### config.mk
export PLATFORM = sky130hd
export DESIGN_NAME = cfg_wake_ctrl
export DESIGN_NICKNAME = d
export VERILOG_FILES = /design/src/logic/cfg_wake_pkg.sv /design/src/logic/wake_seq_table.sv /design/src/logic/cfg_wake_ctrl.sv
export VERILOG_INCLUDE_DIRS = /design/src /design/src/logic
export SDC_FILE = /design/constraint.sdc
export NUM_CORES = 1
export LEC_CHECK = 0
export BUFFER_PORTS_ARGS = -buffer_cell sky130_fd_sc_hd__buf_2
export CAP_MARGIN = 20
export CORE_MARGIN = 2
export CORE_UTILIZATION = 56
export CTS_CLUSTER_DIAMETER = 120
export CTS_CLUSTER_SIZE = 25
export DETAILED_ROUTE_END_ITERATION = 16
export PLACE_DENSITY = 0.85
export SLEW_MARGIN = 20
export SYNTH_ARGS = -nofsm -noshare
export SYNTH_HDL_FRONTEND = slang
export SYNTH_SLANG_ARGS = --single-unit
### constraint.sdc
create_clock -name mclk -period 9.1 [get_ports mclk]
set_input_delay 0.91 -clock mclk [delete_from_list [all_inputs] [get_ports mclk]]
set_output_delay 0.91 -clock mclk [all_outputs]
set_load 0.03 [all_outputs]
### src/logic/cfg_wake_defines.svh
// offsets, field resets and timing counts for the wake-up option control
// assumes a 40 MHz mclk and a byte-addressed Avalon-MM register port
// Summary of operation
// - master mode drives the config clock out, starting at 2.5 MHz.
// - after frequency bits load, master clock switches to the selected rate.
// - with external done on, wake-up waits for done pin high per tick.
// - with external done off, wake starts on done bit, pin ignored.
// - external done off: sequences 1 to 25, default sequence 21.
// - external done on: sequences 1 to 7, default sequence 4.
// - either overflow option forces external done on, default sequence 4.
// - sampled mode pins select the config port; overflow options reset off.
// - done pin held low until config completes cleanly and wake is ready.
// - done pin open drain by default; forced open drain with external done.
// - wake sequencer steps done and three global controls through phases.
// - wait-for-lock option holds wake-up until all selected PLLs lock.
// - wake clock is external (config clock or test clock) or user clock.
// - security on refuses read-back on both ports; off allows it.
// - user code area stays readable whatever the security setting.
// - compression on feeds the decompression engine; off loads direct.
// - keep-pins on (default) keeps config pins reserved after wake-up.
// - each sequence maps done and three controls onto phases T0 to T3.
`ifndef CFG_WAKE_DEFINES_SVH
`define CFG_WAKE_DEFINES_SVH

// register byte offsets
`define CW_ADDR_CTRL 5'h00
`define CW_ADDR_WAKE 5'h04
`define CW_ADDR_MCLK 5'h08
`define CW_ADDR_PLL 5'h0C
`define CW_ADDR_STAT 5'h10

// reset values
`define CW_CTRL_RST 9'h003
`define CW_PLL_SEL_RST 4'hF

// wake-up sequence selection
`define CW_SEQ_DEF_INT 5'h15
`define CW_SEQ_MAX_INT 5'h19
`define CW_SEQ_DEF_EXT 5'h04
`define CW_SEQ_MAX_EXT 5'h07
`define CW_PH_LAST 2'h3

// configuration mode pin codes that select a master mode
`define CW_MODE_MSER 3'h0
`define CW_MODE_MPAR 3'h2

// master clock timing
`define CW_CLK_HZ 40000000
`define CW_MCCLK_DEF_HZ 2500000
`define CW_MCCLK_HALF 4'((`CW_CLK_HZ) / (2 * `CW_MCCLK_DEF_HZ))
`define CW_MCCLK_SEL_MAX 3'h3

`define CW_NUM_PLL 4

`endif

### src/logic/cfg_wake_pkg.sv
// types shared by the wake-up option control and its phase table
// assumes nothing beyond a SystemVerilog compiler
package cfg_wake_pkg;

	// sequencer progress from configuration to user mode
	typedef enum logic [1:0] {ST_CFG, ST_WAIT, ST_PHASE, ST_USER} wake_state_t;

	// phase index at which each output takes its user-mode level
	typedef struct packed {
		logic [1:0] done;
		logic [1:0] oe;
		logic [1:0] wd;
		logic [1:0] sr;
	} wake_phase_t;

	// control register, bit 0 is keep_pins
	typedef struct packed {
		logic ovf_flow;
		logic ovf_bypass;
		logic decompress;
		logic readback_lock;
		logic user_wake_clk;
		logic wake_on_lock;
		logic ext_done;
		logic done_open_drain_opt;
		logic keep_pins;
	} cfg_opts_t;

	// status register, bit 0 is done_hi
	typedef struct packed {
		logic [2:0] cfg_mode;
		logic user_mode;
		logic freq_loaded;
		logic od_eff;
		logic ext_eff;
		logic [4:0] seq;
		logic [1:0] state;
		logic [1:0] phase;
		logic sr_rel;
		logic wd_rel;
		logic oe;
		logic done_hi;
	} wake_status_t;

endpackage : cfg_wake_pkg

### src/logic/wake_seq_table.sv
// phase table: wake-up sequence number to per-output phase index
// assumes the caller has already clamped the number into 1..25
`timescale 1ns/10ps
module wake_seq_table
	import cfg_wake_pkg::*;
(
	input wire logic [4:0] seq,
	output wake_phase_t phases
);

	// packed as done, out enable, write disable, set/reset
	always_comb begin
		case (seq)
			5'h01: phases = 8'h15;
			5'h02: phases = 8'h2A;
			5'h03: phases = 8'h3F;
			5'h04: phases = 8'h1A;
			5'h05: phases = 8'h1F;
			5'h06: phases = 8'h1B;
			5'h07: phases = 8'h1E;
			5'h08: phases = 8'h6A;
			5'h09: phases = 8'h7F;
			5'h0A: phases = 8'h7A;
			5'h0B: phases = 8'h6F;
			5'h0C: phases = 8'hBF;
			5'h0D: phases = 8'h95;
			5'h0E: phases = 8'h9F;
			5'h0F: phases = 8'h97;
			5'h10: phases = 8'hB7;
			5'h11: phases = 8'hB5;
			5'h12: phases = 8'h9D;
			5'h13: phases = 8'hEA;
			5'h14: phases = 8'hD5;
			5'h16: phases = 8'hD6;
			5'h17: phases = 8'hE6;
			5'h18: phases = 8'hE5;
			5'h19: phases = 8'hD9;
			default: phases = 8'hDA; // sequence 21
		endcase
	end

endmodule : wake_seq_table

### src/logic/cfg_wake_ctrl.sv
// end-of-configuration control: master clock, done pin, wake-up sequencer
// assumes loader strobes on mclk; pins and PLL locks arrive asynchronously
//
// The Avalon-MM slave port and the address map were left to the implementer.
`include "cfg_wake_defines.svh"
`timescale 1ns/10ps
module cfg_wake_ctrl
	import cfg_wake_pkg::*;
(
	input wire logic mclk,
	input wire logic reset,
	input wire logic [4:0] address,
	input wire logic read,
	input wire logic write,
	input wire logic [31:0] writedata,
	input wire logic [3:0] byteenable,
	output logic [31:0] readdata,
	output logic waitrequest,
	input wire logic [2:0] cfg_mode_pin,
	input wire logic config_clock_sense,
	output logic config_clock_pin,
	output logic config_clock_pin_en,
	input wire logic tck_pin,
	input wire logic user_clk_pin,
	input wire logic done_pin_level,
	output logic done_pin_drive,
	output logic done_pin_en,
	input wire logic [`CW_NUM_PLL-1:0] pll_lock,
	input wire logic cfg_restart,
	input wire logic cfg_done_bit,
	input wire logic cfg_error,
	input wire logic jtag_method,
	input wire logic readback_req_port,
	input wire logic readback_req_jtag,
	input wire logic usercode_req,
	output logic readback_grant,
	output logic readback_deny,
	input wire logic [7:0] stream_data,
	input wire logic stream_valid,
	output logic [7:0] stream_out_data,
	output logic to_engine_valid,
	output logic to_direct_valid,
	output logic global_output_enable,
	output logic global_write_disable,
	output logic global_set_reset,
	output logic cfg_pins_reserved,
	output logic [2:0] config_port_mode,
	output logic master_mode
);

	localparam int SW = `CW_NUM_PLL + 7;

	cfg_opts_t opts_r;
	logic [4:0] seq_sel_r;
	logic [2:0] freq_sel_r;
	logic freq_loaded_r;
	logic [`CW_NUM_PLL-1:0] pll_sel_r;
	logic ack_r;
	logic acc;
	logic wr_en;
	logic [SW-1:0] sync1_r;
	logic [SW-1:0] sync2_r;
	logic [`CW_NUM_PLL-1:0] pll_s;
	logic [2:0] mode_s;
	logic done_s;
	logic tck_s;
	logic uclk_s;
	logic cfg_clk_s;
	logic [1:0] samp_cnt_r;
	logic [2:0] sel_c;
	logic [3:0] half_cyc;
	logic [3:0] div_cnt_r;
	logic cfg_clk_r;
	logic wclk_lvl;
	logic wclk_d_r;
	logic wake_tick;
	logic ext_eff;
	logic od_eff;
	logic [4:0] seq_eff;
	wake_phase_t ph;
	logic locks_ok;
	logic start_ok;
	wake_state_t st_r;
	logic [1:0] phase_r;
	logic active;
	logic done_hi;
	wake_status_t stat;

	// two-stage synchronisers for every pin and lock input
	always_ff @(posedge mclk) begin
		if (reset) begin
			sync1_r <= '0;
			sync2_r <= '0;
		end else begin
			sync1_r <= {pll_lock, cfg_mode_pin, done_pin_level, tck_pin,
				user_clk_pin, config_clock_sense};
			sync2_r <= sync1_r;
		end
	end
	assign {pll_s, mode_s, done_s, tck_s, uclk_s, cfg_clk_s} = sync2_r;

	// mode pins sampled once the synchronisers have filled after a restart
	always_ff @(posedge mclk) begin
		if (reset || cfg_restart) begin
			samp_cnt_r <= 2'h3;
		end else if (samp_cnt_r != 2'h0) begin
			samp_cnt_r <= samp_cnt_r - 2'h1;
		end
	end
	always_ff @(posedge mclk) begin
		if (reset) begin
			config_port_mode <= 3'h0;
			master_mode <= 1'h0;
		end else if (samp_cnt_r == 2'h1) begin
			config_port_mode <= mode_s;
			master_mode <= (mode_s == `CW_MODE_MSER) ||
				(mode_s == `CW_MODE_MPAR);
		end
	end

	// master clock divider: default rate until the frequency bits load
	assign sel_c = (freq_sel_r > `CW_MCCLK_SEL_MAX) ? `CW_MCCLK_SEL_MAX :
		freq_sel_r;
	assign half_cyc = freq_loaded_r ? (`CW_MCCLK_HALF >> sel_c) :
		`CW_MCCLK_HALF;
	always_ff @(posedge mclk) begin
		if (reset || !master_mode) begin
			div_cnt_r <= 4'h0;
			cfg_clk_r <= 1'h0;
		end else if (div_cnt_r >= half_cyc - 4'h1) begin
			div_cnt_r <= 4'h0;
			cfg_clk_r <= ~cfg_clk_r;
		end else begin
			div_cnt_r <= div_cnt_r + 4'h1;
		end
	end
	assign config_clock_pin = cfg_clk_r;
	assign config_clock_pin_en = master_mode;

	// wake clock choice and its rising-edge tick
	always_comb begin
		if (opts_r.user_wake_clk) begin
			wclk_lvl = uclk_s;
		end else if (jtag_method) begin
			wclk_lvl = tck_s;
		end else if (master_mode) begin
			wclk_lvl = cfg_clk_r;
		end else begin
			wclk_lvl = cfg_clk_s;
		end
	end
	always_ff @(posedge mclk) begin
		if (reset) begin
			wclk_d_r <= 1'h0;
		end else begin
			wclk_d_r <= wclk_lvl;
		end
	end
	assign wake_tick = wclk_lvl & ~wclk_d_r;

	// effective options after overflow forcing and sequence clamping
	assign ext_eff = opts_r.ext_done | opts_r.ovf_bypass | opts_r.ovf_flow;
	assign od_eff = opts_r.done_open_drain_opt | ext_eff;
	always_comb begin
		if (ext_eff) begin
			seq_eff = (seq_sel_r == 5'h00 || seq_sel_r > `CW_SEQ_MAX_EXT) ?
				`CW_SEQ_DEF_EXT : seq_sel_r;
		end else begin
			seq_eff = (seq_sel_r == 5'h00 || seq_sel_r > `CW_SEQ_MAX_INT) ?
				`CW_SEQ_DEF_INT : seq_sel_r;
		end
	end

	wake_seq_table u_table (
		.seq(seq_eff),
		.phases(ph)
	);

	// start condition: locks, then the done pin if it is honoured
	assign locks_ok = ~opts_r.wake_on_lock | (&(pll_s | ~pll_sel_r));
	assign start_ok = locks_ok & (~ext_eff | done_s);

	// wake-up sequencer
	always_ff @(posedge mclk) begin
		if (reset || cfg_restart) begin
			st_r <= ST_CFG;
			phase_r <= 2'h0;
		end else begin
			case (st_r)
				ST_CFG: begin
					if (cfg_done_bit && !cfg_error) begin
						st_r <= ST_WAIT;
					end
				end
				ST_WAIT: begin
					if (wake_tick && start_ok) begin
						st_r <= ST_PHASE;
						phase_r <= 2'h0;
					end
				end
				ST_PHASE: begin
					if (wake_tick) begin
						if (phase_r == `CW_PH_LAST) begin
							st_r <= ST_USER;
						end else begin
							phase_r <= phase_r + 2'h1;
						end
					end
				end
				ST_USER: begin
					st_r <= ST_USER;
				end
				default: begin
					st_r <= ST_CFG;
				end
			endcase
		end
	end

	// done is released while awaiting the external level so it can rise
	assign active = (st_r == ST_PHASE) || (st_r == ST_USER);
	assign done_hi = (active && phase_r >= ph.done) ||
		(ext_eff && st_r == ST_WAIT);

	// pin and global control outputs
	always_ff @(posedge mclk) begin
		if (reset) begin
			done_pin_drive <= 1'h0;
			done_pin_en <= 1'h1;
			global_output_enable <= 1'h0;
			global_write_disable <= 1'h1;
			global_set_reset <= 1'h1;
			cfg_pins_reserved <= 1'h1;
		end else begin
			done_pin_en <= od_eff ? ~done_hi : 1'h1;
			done_pin_drive <= od_eff ? 1'h0 : done_hi;
			global_output_enable <= active && phase_r >= ph.oe;
			global_write_disable <= !(active && phase_r >= ph.wd);
			global_set_reset <= !(active && phase_r >= ph.sr);
			cfg_pins_reserved <= (st_r != ST_USER) || opts_r.keep_pins;
		end
	end

	// read-back gate and bitstream routing
	always_ff @(posedge mclk) begin
		if (reset) begin
			readback_grant <= 1'h0;
			readback_deny <= 1'h0;
			stream_out_data <= 8'h00;
			to_engine_valid <= 1'h0;
			to_direct_valid <= 1'h0;
		end else begin
			readback_grant <= usercode_req | ((readback_req_port |
				readback_req_jtag) & ~opts_r.readback_lock);
			readback_deny <= (readback_req_port | readback_req_jtag) &
				opts_r.readback_lock & ~usercode_req;
			stream_out_data <= stream_data;
			to_engine_valid <= stream_valid & opts_r.decompress;
			to_direct_valid <= stream_valid & ~opts_r.decompress;
		end
	end

	// bus handshake: one wait cycle, then acknowledge
	assign acc = read | write;
	assign waitrequest = acc & ~ack_r;
	assign wr_en = write & ack_r;
	always_ff @(posedge mclk) begin
		if (reset) begin
			ack_r <= 1'h0;
		end else begin
			ack_r <= acc & ~ack_r;
		end
	end

	// register writes; a frequency write marks the bits as loaded
	always_ff @(posedge mclk) begin
		if (reset) begin
			opts_r <= `CW_CTRL_RST;
			seq_sel_r <= 5'h00;
			freq_sel_r <= 3'h0;
			freq_loaded_r <= 1'h0;
			pll_sel_r <= `CW_PLL_SEL_RST;
		end else begin
			if (cfg_restart) begin
				freq_loaded_r <= 1'h0;
			end
			if (wr_en) begin
				case (address)
					`CW_ADDR_CTRL: begin
						if (byteenable[0]) begin
							opts_r[7:0] <= writedata[7:0];
						end
						if (byteenable[1]) begin
							opts_r[8] <= writedata[8];
						end
					end
					`CW_ADDR_WAKE: begin
						if (byteenable[0]) begin
							seq_sel_r <= writedata[4:0];
						end
					end
					`CW_ADDR_MCLK: begin
						if (byteenable[0]) begin
							freq_sel_r <= writedata[2:0];
							freq_loaded_r <= 1'h1;
						end
					end
					`CW_ADDR_PLL: begin
						if (byteenable[0]) begin
							pll_sel_r <= writedata[`CW_NUM_PLL-1:0];
						end
					end
					default: begin
					end
				endcase
			end
		end
	end

	// read data registered in the wait cycle
	assign stat = {config_port_mode, st_r == ST_USER, freq_loaded_r, od_eff,
		ext_eff, seq_eff, st_r, phase_r, ~global_set_reset,
		~global_write_disable, global_output_enable, done_hi};
	always_ff @(posedge mclk) begin
		if (reset) begin
			readdata <= 32'h0;
		end else if (read && !ack_r) begin
			case (address)
				`CW_ADDR_CTRL: readdata <= {23'h0, opts_r};
				`CW_ADDR_WAKE: readdata <= {27'h0, seq_sel_r};
				`CW_ADDR_MCLK: readdata <= {29'h0, freq_sel_r};
				`CW_ADDR_PLL: readdata <= {28'h0, pll_sel_r};
				`CW_ADDR_STAT: readdata <= {12'h0, stat};
				default: readdata <= 32'h0;
			endcase
		end
	end
endmodule : cfg_wake_ctrl

[Word level (Yosys, flattened, before mapping)]
Memory sizes are Yosys's and may differ from the RTL's.
Index checks and enable logic that the tools add are counted.
Cells by class
  $add $sub $neg: 4
  magnitude comparators: 8
  equal/unequal tests: 16
  shift-type cells: 1
  muxes and demuxes: 22
  bitwise logic cells: 31
  reductions and logical operators: 38
Operators with widths (number)
  20-bit case mux with 5 select lines: 1
  5-bit two-way mux: 3
  3-bit AND reduction: 5
  2-bit two-way mux: 7
  2-bit != test, second input constant: 6
  1-bit NOT: 12
  4-bit AND reduction: 3
  5-bit by 4-bit equality test with 1-bit output, second input constant: 2
  5-bit zero test: 2
  1-bit AND: 9
  2-bit >= comparator: 4
  1-bit logical AND: 8
  1-bit logical OR: 8
  1-bit bitwise OR: 8
  2-bit case mux with 4 select lines: 1
  1-bit two-way mux: 7
  2-bit equality test, second input constant: 3
  2-bit OR reduction: 3
  5-bit by 3-bit equality test with 1-bit output, second input constant: 1
  5-bit equality test, second input constant: 1
  5-bit by 3-bit greater-than comparator with 1-bit output, second input constant: 1
  5-bit greater-than comparator, second input constant: 1
  1-bit zero test: 5
  4-bit by 1-bit adder with 4-bit output, second input constant: 1
  16 further kinds: 18
Word-level totals
  register bits: 111
  ROM bits: 256
  bits of input ports: 72
  output and inout port bits: 57
  word-level logic and storage cells: 157
  memories: 1
Memories
  (name not given): depth 32, width 8, rd ports 1, clocked after memory_dff 0, write ports 0, line wake_seq_table.sv:13  | case (seq)

[Longest topological paths before layout]
An unclocked memory read counts as a cell.
  word-level depth: 9
  mapped depth: 15
  gate-level depth less buffers: 13

[Cells and area by module]
Synthesis repeated with hierarchy kept, for this count alone.
Unflattened totals
  cells, all modules: 502
  area, all modules: 4589.4 um2
Modules (own cells, without submodules)
  cfg_wake_ctrl: instances 1, cells an instance 447, area an instance 4187.8 um2, seq. area each 1981.9 um2
  wake_seq_table: instances 1, cells an instance 55, area an instance 401.6 um2, seq. area each 0.0 um2

[Least setup slack after synthesis]
No wires, ideal clock.
  path type: register to register
  start: register opts_r[2] in the netlist's numbering
  end: register readdata[0]
  setup time: 0.132 ns
  arrival time: 2.948 ns
  required time: 8.968 ns
  slack: 6.020 ns
  cell stages (with the launch flop): 15
  path buffers: 2
  clock period less this slack: 3.080 ns
  cell sequence: dfxtp_1 -> or3_1 -> buf_2 -> clkbuf_1 -> o22ai_1 -> inv_1 -> ha_1 -> a21oi_1 -> o22ai_1 -> ha_1 -> nand2b_1 -> a211oi_1 -> a211oi_1 -> a211oi_1 -> nor3_1
On the way
  cells in the longest elaborated chain, start to end: 8
  elaborated cells on any way between the ends: 9
  those cells by class: order compare: 1; mux: 2; bitwise: 2; reduce/logical: 3; memory: 1
RTL lines
  start: declaration: line cfg_wake_ctrl.sv:53  | cfg_opts_t opts_r;
  start signal: assignment: line cfg_wake_ctrl.sv:278  | opts_r <= `CW_CTRL_RST;
  1-bit bitwise OR (*) (2 in a row): line cfg_wake_ctrl.sv:162  | assign ext_eff = opts_r.ext_done | opts_r.ovf_bypass | opts_r.ovf_flow;
  5-bit two-way mux: line cfg_wake_ctrl.sv:165  | if (ext_eff) begin
  memory 32 x 8 bit
  2-bit >= comparator: line cfg_wake_ctrl.sv:222  | assign done_hi = (active && phase_r >= ph.done) ||
  1-bit logical AND: line cfg_wake_ctrl.sv:222
  1-bit logical OR (*): line cfg_wake_ctrl.sv:222
  20-bit case mux with 5 select lines (*): line cfg_wake_ctrl.sv:328  | case (address)
  end signal: assignment: line cfg_wake_ctrl.sv:329  | `CW_ADDR_CTRL: readdata <= {23'h0, opts_r};
  end signal: assignment: line cfg_wake_ctrl.sv:330  | `CW_ADDR_WAKE: readdata <= {27'h0, seq_sel_r};
  end signal: assignment: line cfg_wake_ctrl.sv:331  | `CW_ADDR_MCLK: readdata <= {29'h0, freq_sel_r};
  end: declaration: line cfg_wake_ctrl.sv:17  | output logic [31:0] readdata,
Mark *: on every way between the ends. The rest lies on a longest branch, timed or not.
A chain may end at the register's enable or synchronous reset.

[Worst setup path after layout]
Ends and elaborated chain as after synthesis.

==> flow_summary_export.csv <==
group,metric,value,unit
timing,setup-tns-final,0,ns
setup_path,worstPathRequired,9.34,ns
logic_synthesis,async_flop_share,0,%
power_and_ir_drop,leakagePower,2.30,nW
clock_tree,insertion_delay,0.37,ns
clock_tree,cts_tree,"built",
die,ios,129,
status,status,"complete, no violations",
timing,whs,0.447,ns
layout,drive_above_1_share,19.8,%
route,routed_wl,11.0,mm
flow_run,maxCapViolCount,0,
logic_synthesis,syn_area,4610,um^2
setup_path,path_class,"register to register",
timing,setup_viol,0,
power_and_ir_drop,p_comb_share,8.6,%
placement,place_congestion,0.833,
clock_tree,postCtsSetupBuffers,0,
route,drcViolationCount,0,
timing,drv_slew,0,
clock_tree,cts_made_buffers,9,
timing,hold_violations,0,
die,dieArea,8970,um^2
global_route,grt_max_degree,72,
clock_tree,root_buffer,"clkbuf_8",
logic_synthesis,synth_area_leaders,"dfxtp_1, ha_1, nor2b_1, mux2i_1, nor2_1",
route,vias,3990,
placement,placed_area,5030,um^2
route,vias_per_cell,5.68,
die,fp.dieH,94.7,um
logic_synthesis,synthFlopType,"dfxtp_1",
timing,finalCritPeriodShare,39.7,%
global_route,grt_pass1_vias,3839,
timing,relSlewSlack,39.7,%
route,antenna_left,0,
layout,final_cell_area,5210,um^2
clock_tree,clock_path_buffers,2,
power_and_ir_drop,switching_share,27.1,%
power_and_ir_drop,pwr-share-clk,34.3,%
placement,portBuffers,91,
global_route,grt_first_pass_wirelength,17.5,mm
route,initialDrtViolationCount,340,
logic_synthesis,synth_top_area_share,43.0,%
power_and_ir_drop,p_int,569,uW
power_and_ir_drop,switchingPower,212,uW
power_and_ir_drop,seqPwrFrac,57.2,%
timing,worst_pin_slew,0.905,ns
logic_synthesis,yosysWarnings,0,
timing,rsz0062_at_grt,"no",
global_route,antenna_found_initial,0,
layout,area_growth,13.1,%
clock_tree,ctsResizeCount,0,
die,start_util,56.9,%
global_route,grt_remaining_overflow,0,
power_and_ir_drop,power_density,150,nW/um^2
layout,fillers,689,
logic_synthesis,synth_edf_count,0,
global_route,grt_use_total,25.0,%
logic_synthesis,ys_ff_latch,99,
clock_tree,htreeDepth,3,
route,routedWlPerCell,15.6,um
logic_synthesis,yosysUniqueCellTypes,62,
route,first_pass_iters,5,
placement,dp_hpwl,8.01,mm
logic_synthesis,syn_area_per_cell,8.81,um^2
layout,final_nets,688,
timing,skew,0.0160,ns
logic_synthesis,yosysSeqAreaShare,43.0,%
die,die_x,94.7,um
clock_tree,clkTransAtPathRegs,0.10,ns
setup_path,start_kind,"register",
clock_tree,cts_sinks,99,
logic_synthesis,synth_cells,523,
clock_tree,hold_buffers,0,
setup_path,critPathMaxFanout,14,
timing,layout_min_cycle_time,3.62,ns
die,coreArea,8090,um^2
layout,n_antenna_cell,0,
min_path,worstHoldPathType,"register to register",
power_and_ir_drop,ir_drop,0.110,mV
layout,layout_common_cells,"dfxtp_1, buf_2, nor2_1, nand2_1, nor2b_1",
setup_path,cp.arrival,3.85,ns
timing,timing.fmax,277,MHz
logic_synthesis,yosysTopAreaCell,"dfxtp_1",
die,rows,33,
layout,final_common_cell,"dfxtp_1",
setup_path,end_kind,"register",
## kinds of logic (layout without fill, tap and decap cells)
logic type                 after synthesis  in the layout  synth area share (%)
buffers and inverters                   60            123                  6.03
AOI/OAI and AO/OA                       95             95                  14.2
and+or+nand+nor                        212            212                  23.1
other                                    2             13                 0.163
adders and majority gates               23             23                  6.25
muxes                                   28             28                  6.47
DFF                                     99             99                  43.0
xor gates and xnor gates                 4              4                 0.761
## registers in the layout, summed over array words and instances, names as in the netlist, 2 cells and up
name,flops
readdata,20
sync1_r,11
sync2_r,11
opts_r,9
stream_out_data,8
seq_sel_r,5
div_cnt_r,4
pll_sel_r,4
config_port_mode,3
freq_sel_r,3
phase_r,2
samp_cnt_r,2
st_r,2
## layout make-up
class / count / area [um^2] / share of cell area, %
Clock buffer: 9 / 124 / 2.38
Clock inverter: 6 / 56.3 / 1.08
Inverter: 15 / 56.3 / 1.08
Multi-Input combinational cell: 375 / 2390 / 45.8
Sequential cell: 99 / 1980 / 38.1
Tap cell: 105 / 131 / 2.52
Timing Repair Buffer: 93 / 470 / 9.03
## stage by stage
step	power, mW	worst slack [ns]	instances	utilization (%)
after floorplan	0.504	6.02	534	-
after global placement	0.521	5.62	687	62.1
after detailed placement	0.523	5.59	687	62.1
after CTS	0.782	5.56	702	64.3
after global routing	0.809	5.29	702	64.3
final	0.782	5.48	702	64.3
## layer usage
| layer | share of wire, % | track usage [%] | vias to the layer above | routed length [um] |
|---|---|---|---|---|
| li1 | - | - | 1924 | - |
| met1 | 41 | 31.1 | 1815 | 4490 |
| met2 | 46 | 40.9 | 214 | 5070 |
| met3 | 8.8 | 5.19 | 37 | 967 |
| met4 | 3.9 | 13.2 | 0 | 433 |
| met5 | 0 | 0 | - | 0 |
## power by group through the flow
stage               Clock, mW  Sequential [mW]  Combinational, mW
floorplan                   0            0.463             0.0410
global placement            0            0.456             0.0645
detailed placement          0            0.457             0.0664
CTS                     0.268            0.447             0.0667
global route            0.288            0.448             0.0726
finish                  0.268            0.447             0.0670
## worst paths after layout
| path | from | end | slack (ns) | cells past startpoint |
|---|---|---|---|---|
| min reg2reg | sync1_r[5] | sync2_r[5] | 0.45 | 1 |
| min | sync1_r[5] | sync2_r[5] | 0.45 | 1 |
| max reg2reg | opts_r[2] | readdata[0] | 5.48 | 12 |
| max | opts_r[2] | readdata[0] | 5.48 | 12 |
## cell usage after synthesis (3+ instances only)
library cell  number
dfxtp_1           99
nor2_1            55
nand2_1           48
nor2b_1           37
a21oi_1           28
clkbuf_1          25
ha_1              23
mux2i_1           23
nand3_1           21
inv_1             15
o21ai_0           14
buf_4             13
and3_1             8
a22oi_1            7
nand2b_1           6
nor3_1             6
a2bb2oi_1          5
a31oi_1            5
or3_1              5
a211oi_1           4
buf_1              4
mux2_2             4
nand4_1            4
nor4_1             4
o211ai_1           4
a21o_1             3
buf_2              3
nand3b_1           3
## worst max-delay path: stages (launching register included)
cell      delay, ns
dfxtp_1        0.35
or3_1          0.65
o22ai_1        0.56
inv_1          0.16
ha_1           0.27
a21oi_1        0.13
o22ai_1        0.10
ha_1           0.29
nand2b_1       0.14
a211oi_1       0.42
a211oi_1       0.10
a211oi_1       0.24
nor3_1         0.07
(Power assumes the default switching activity.)
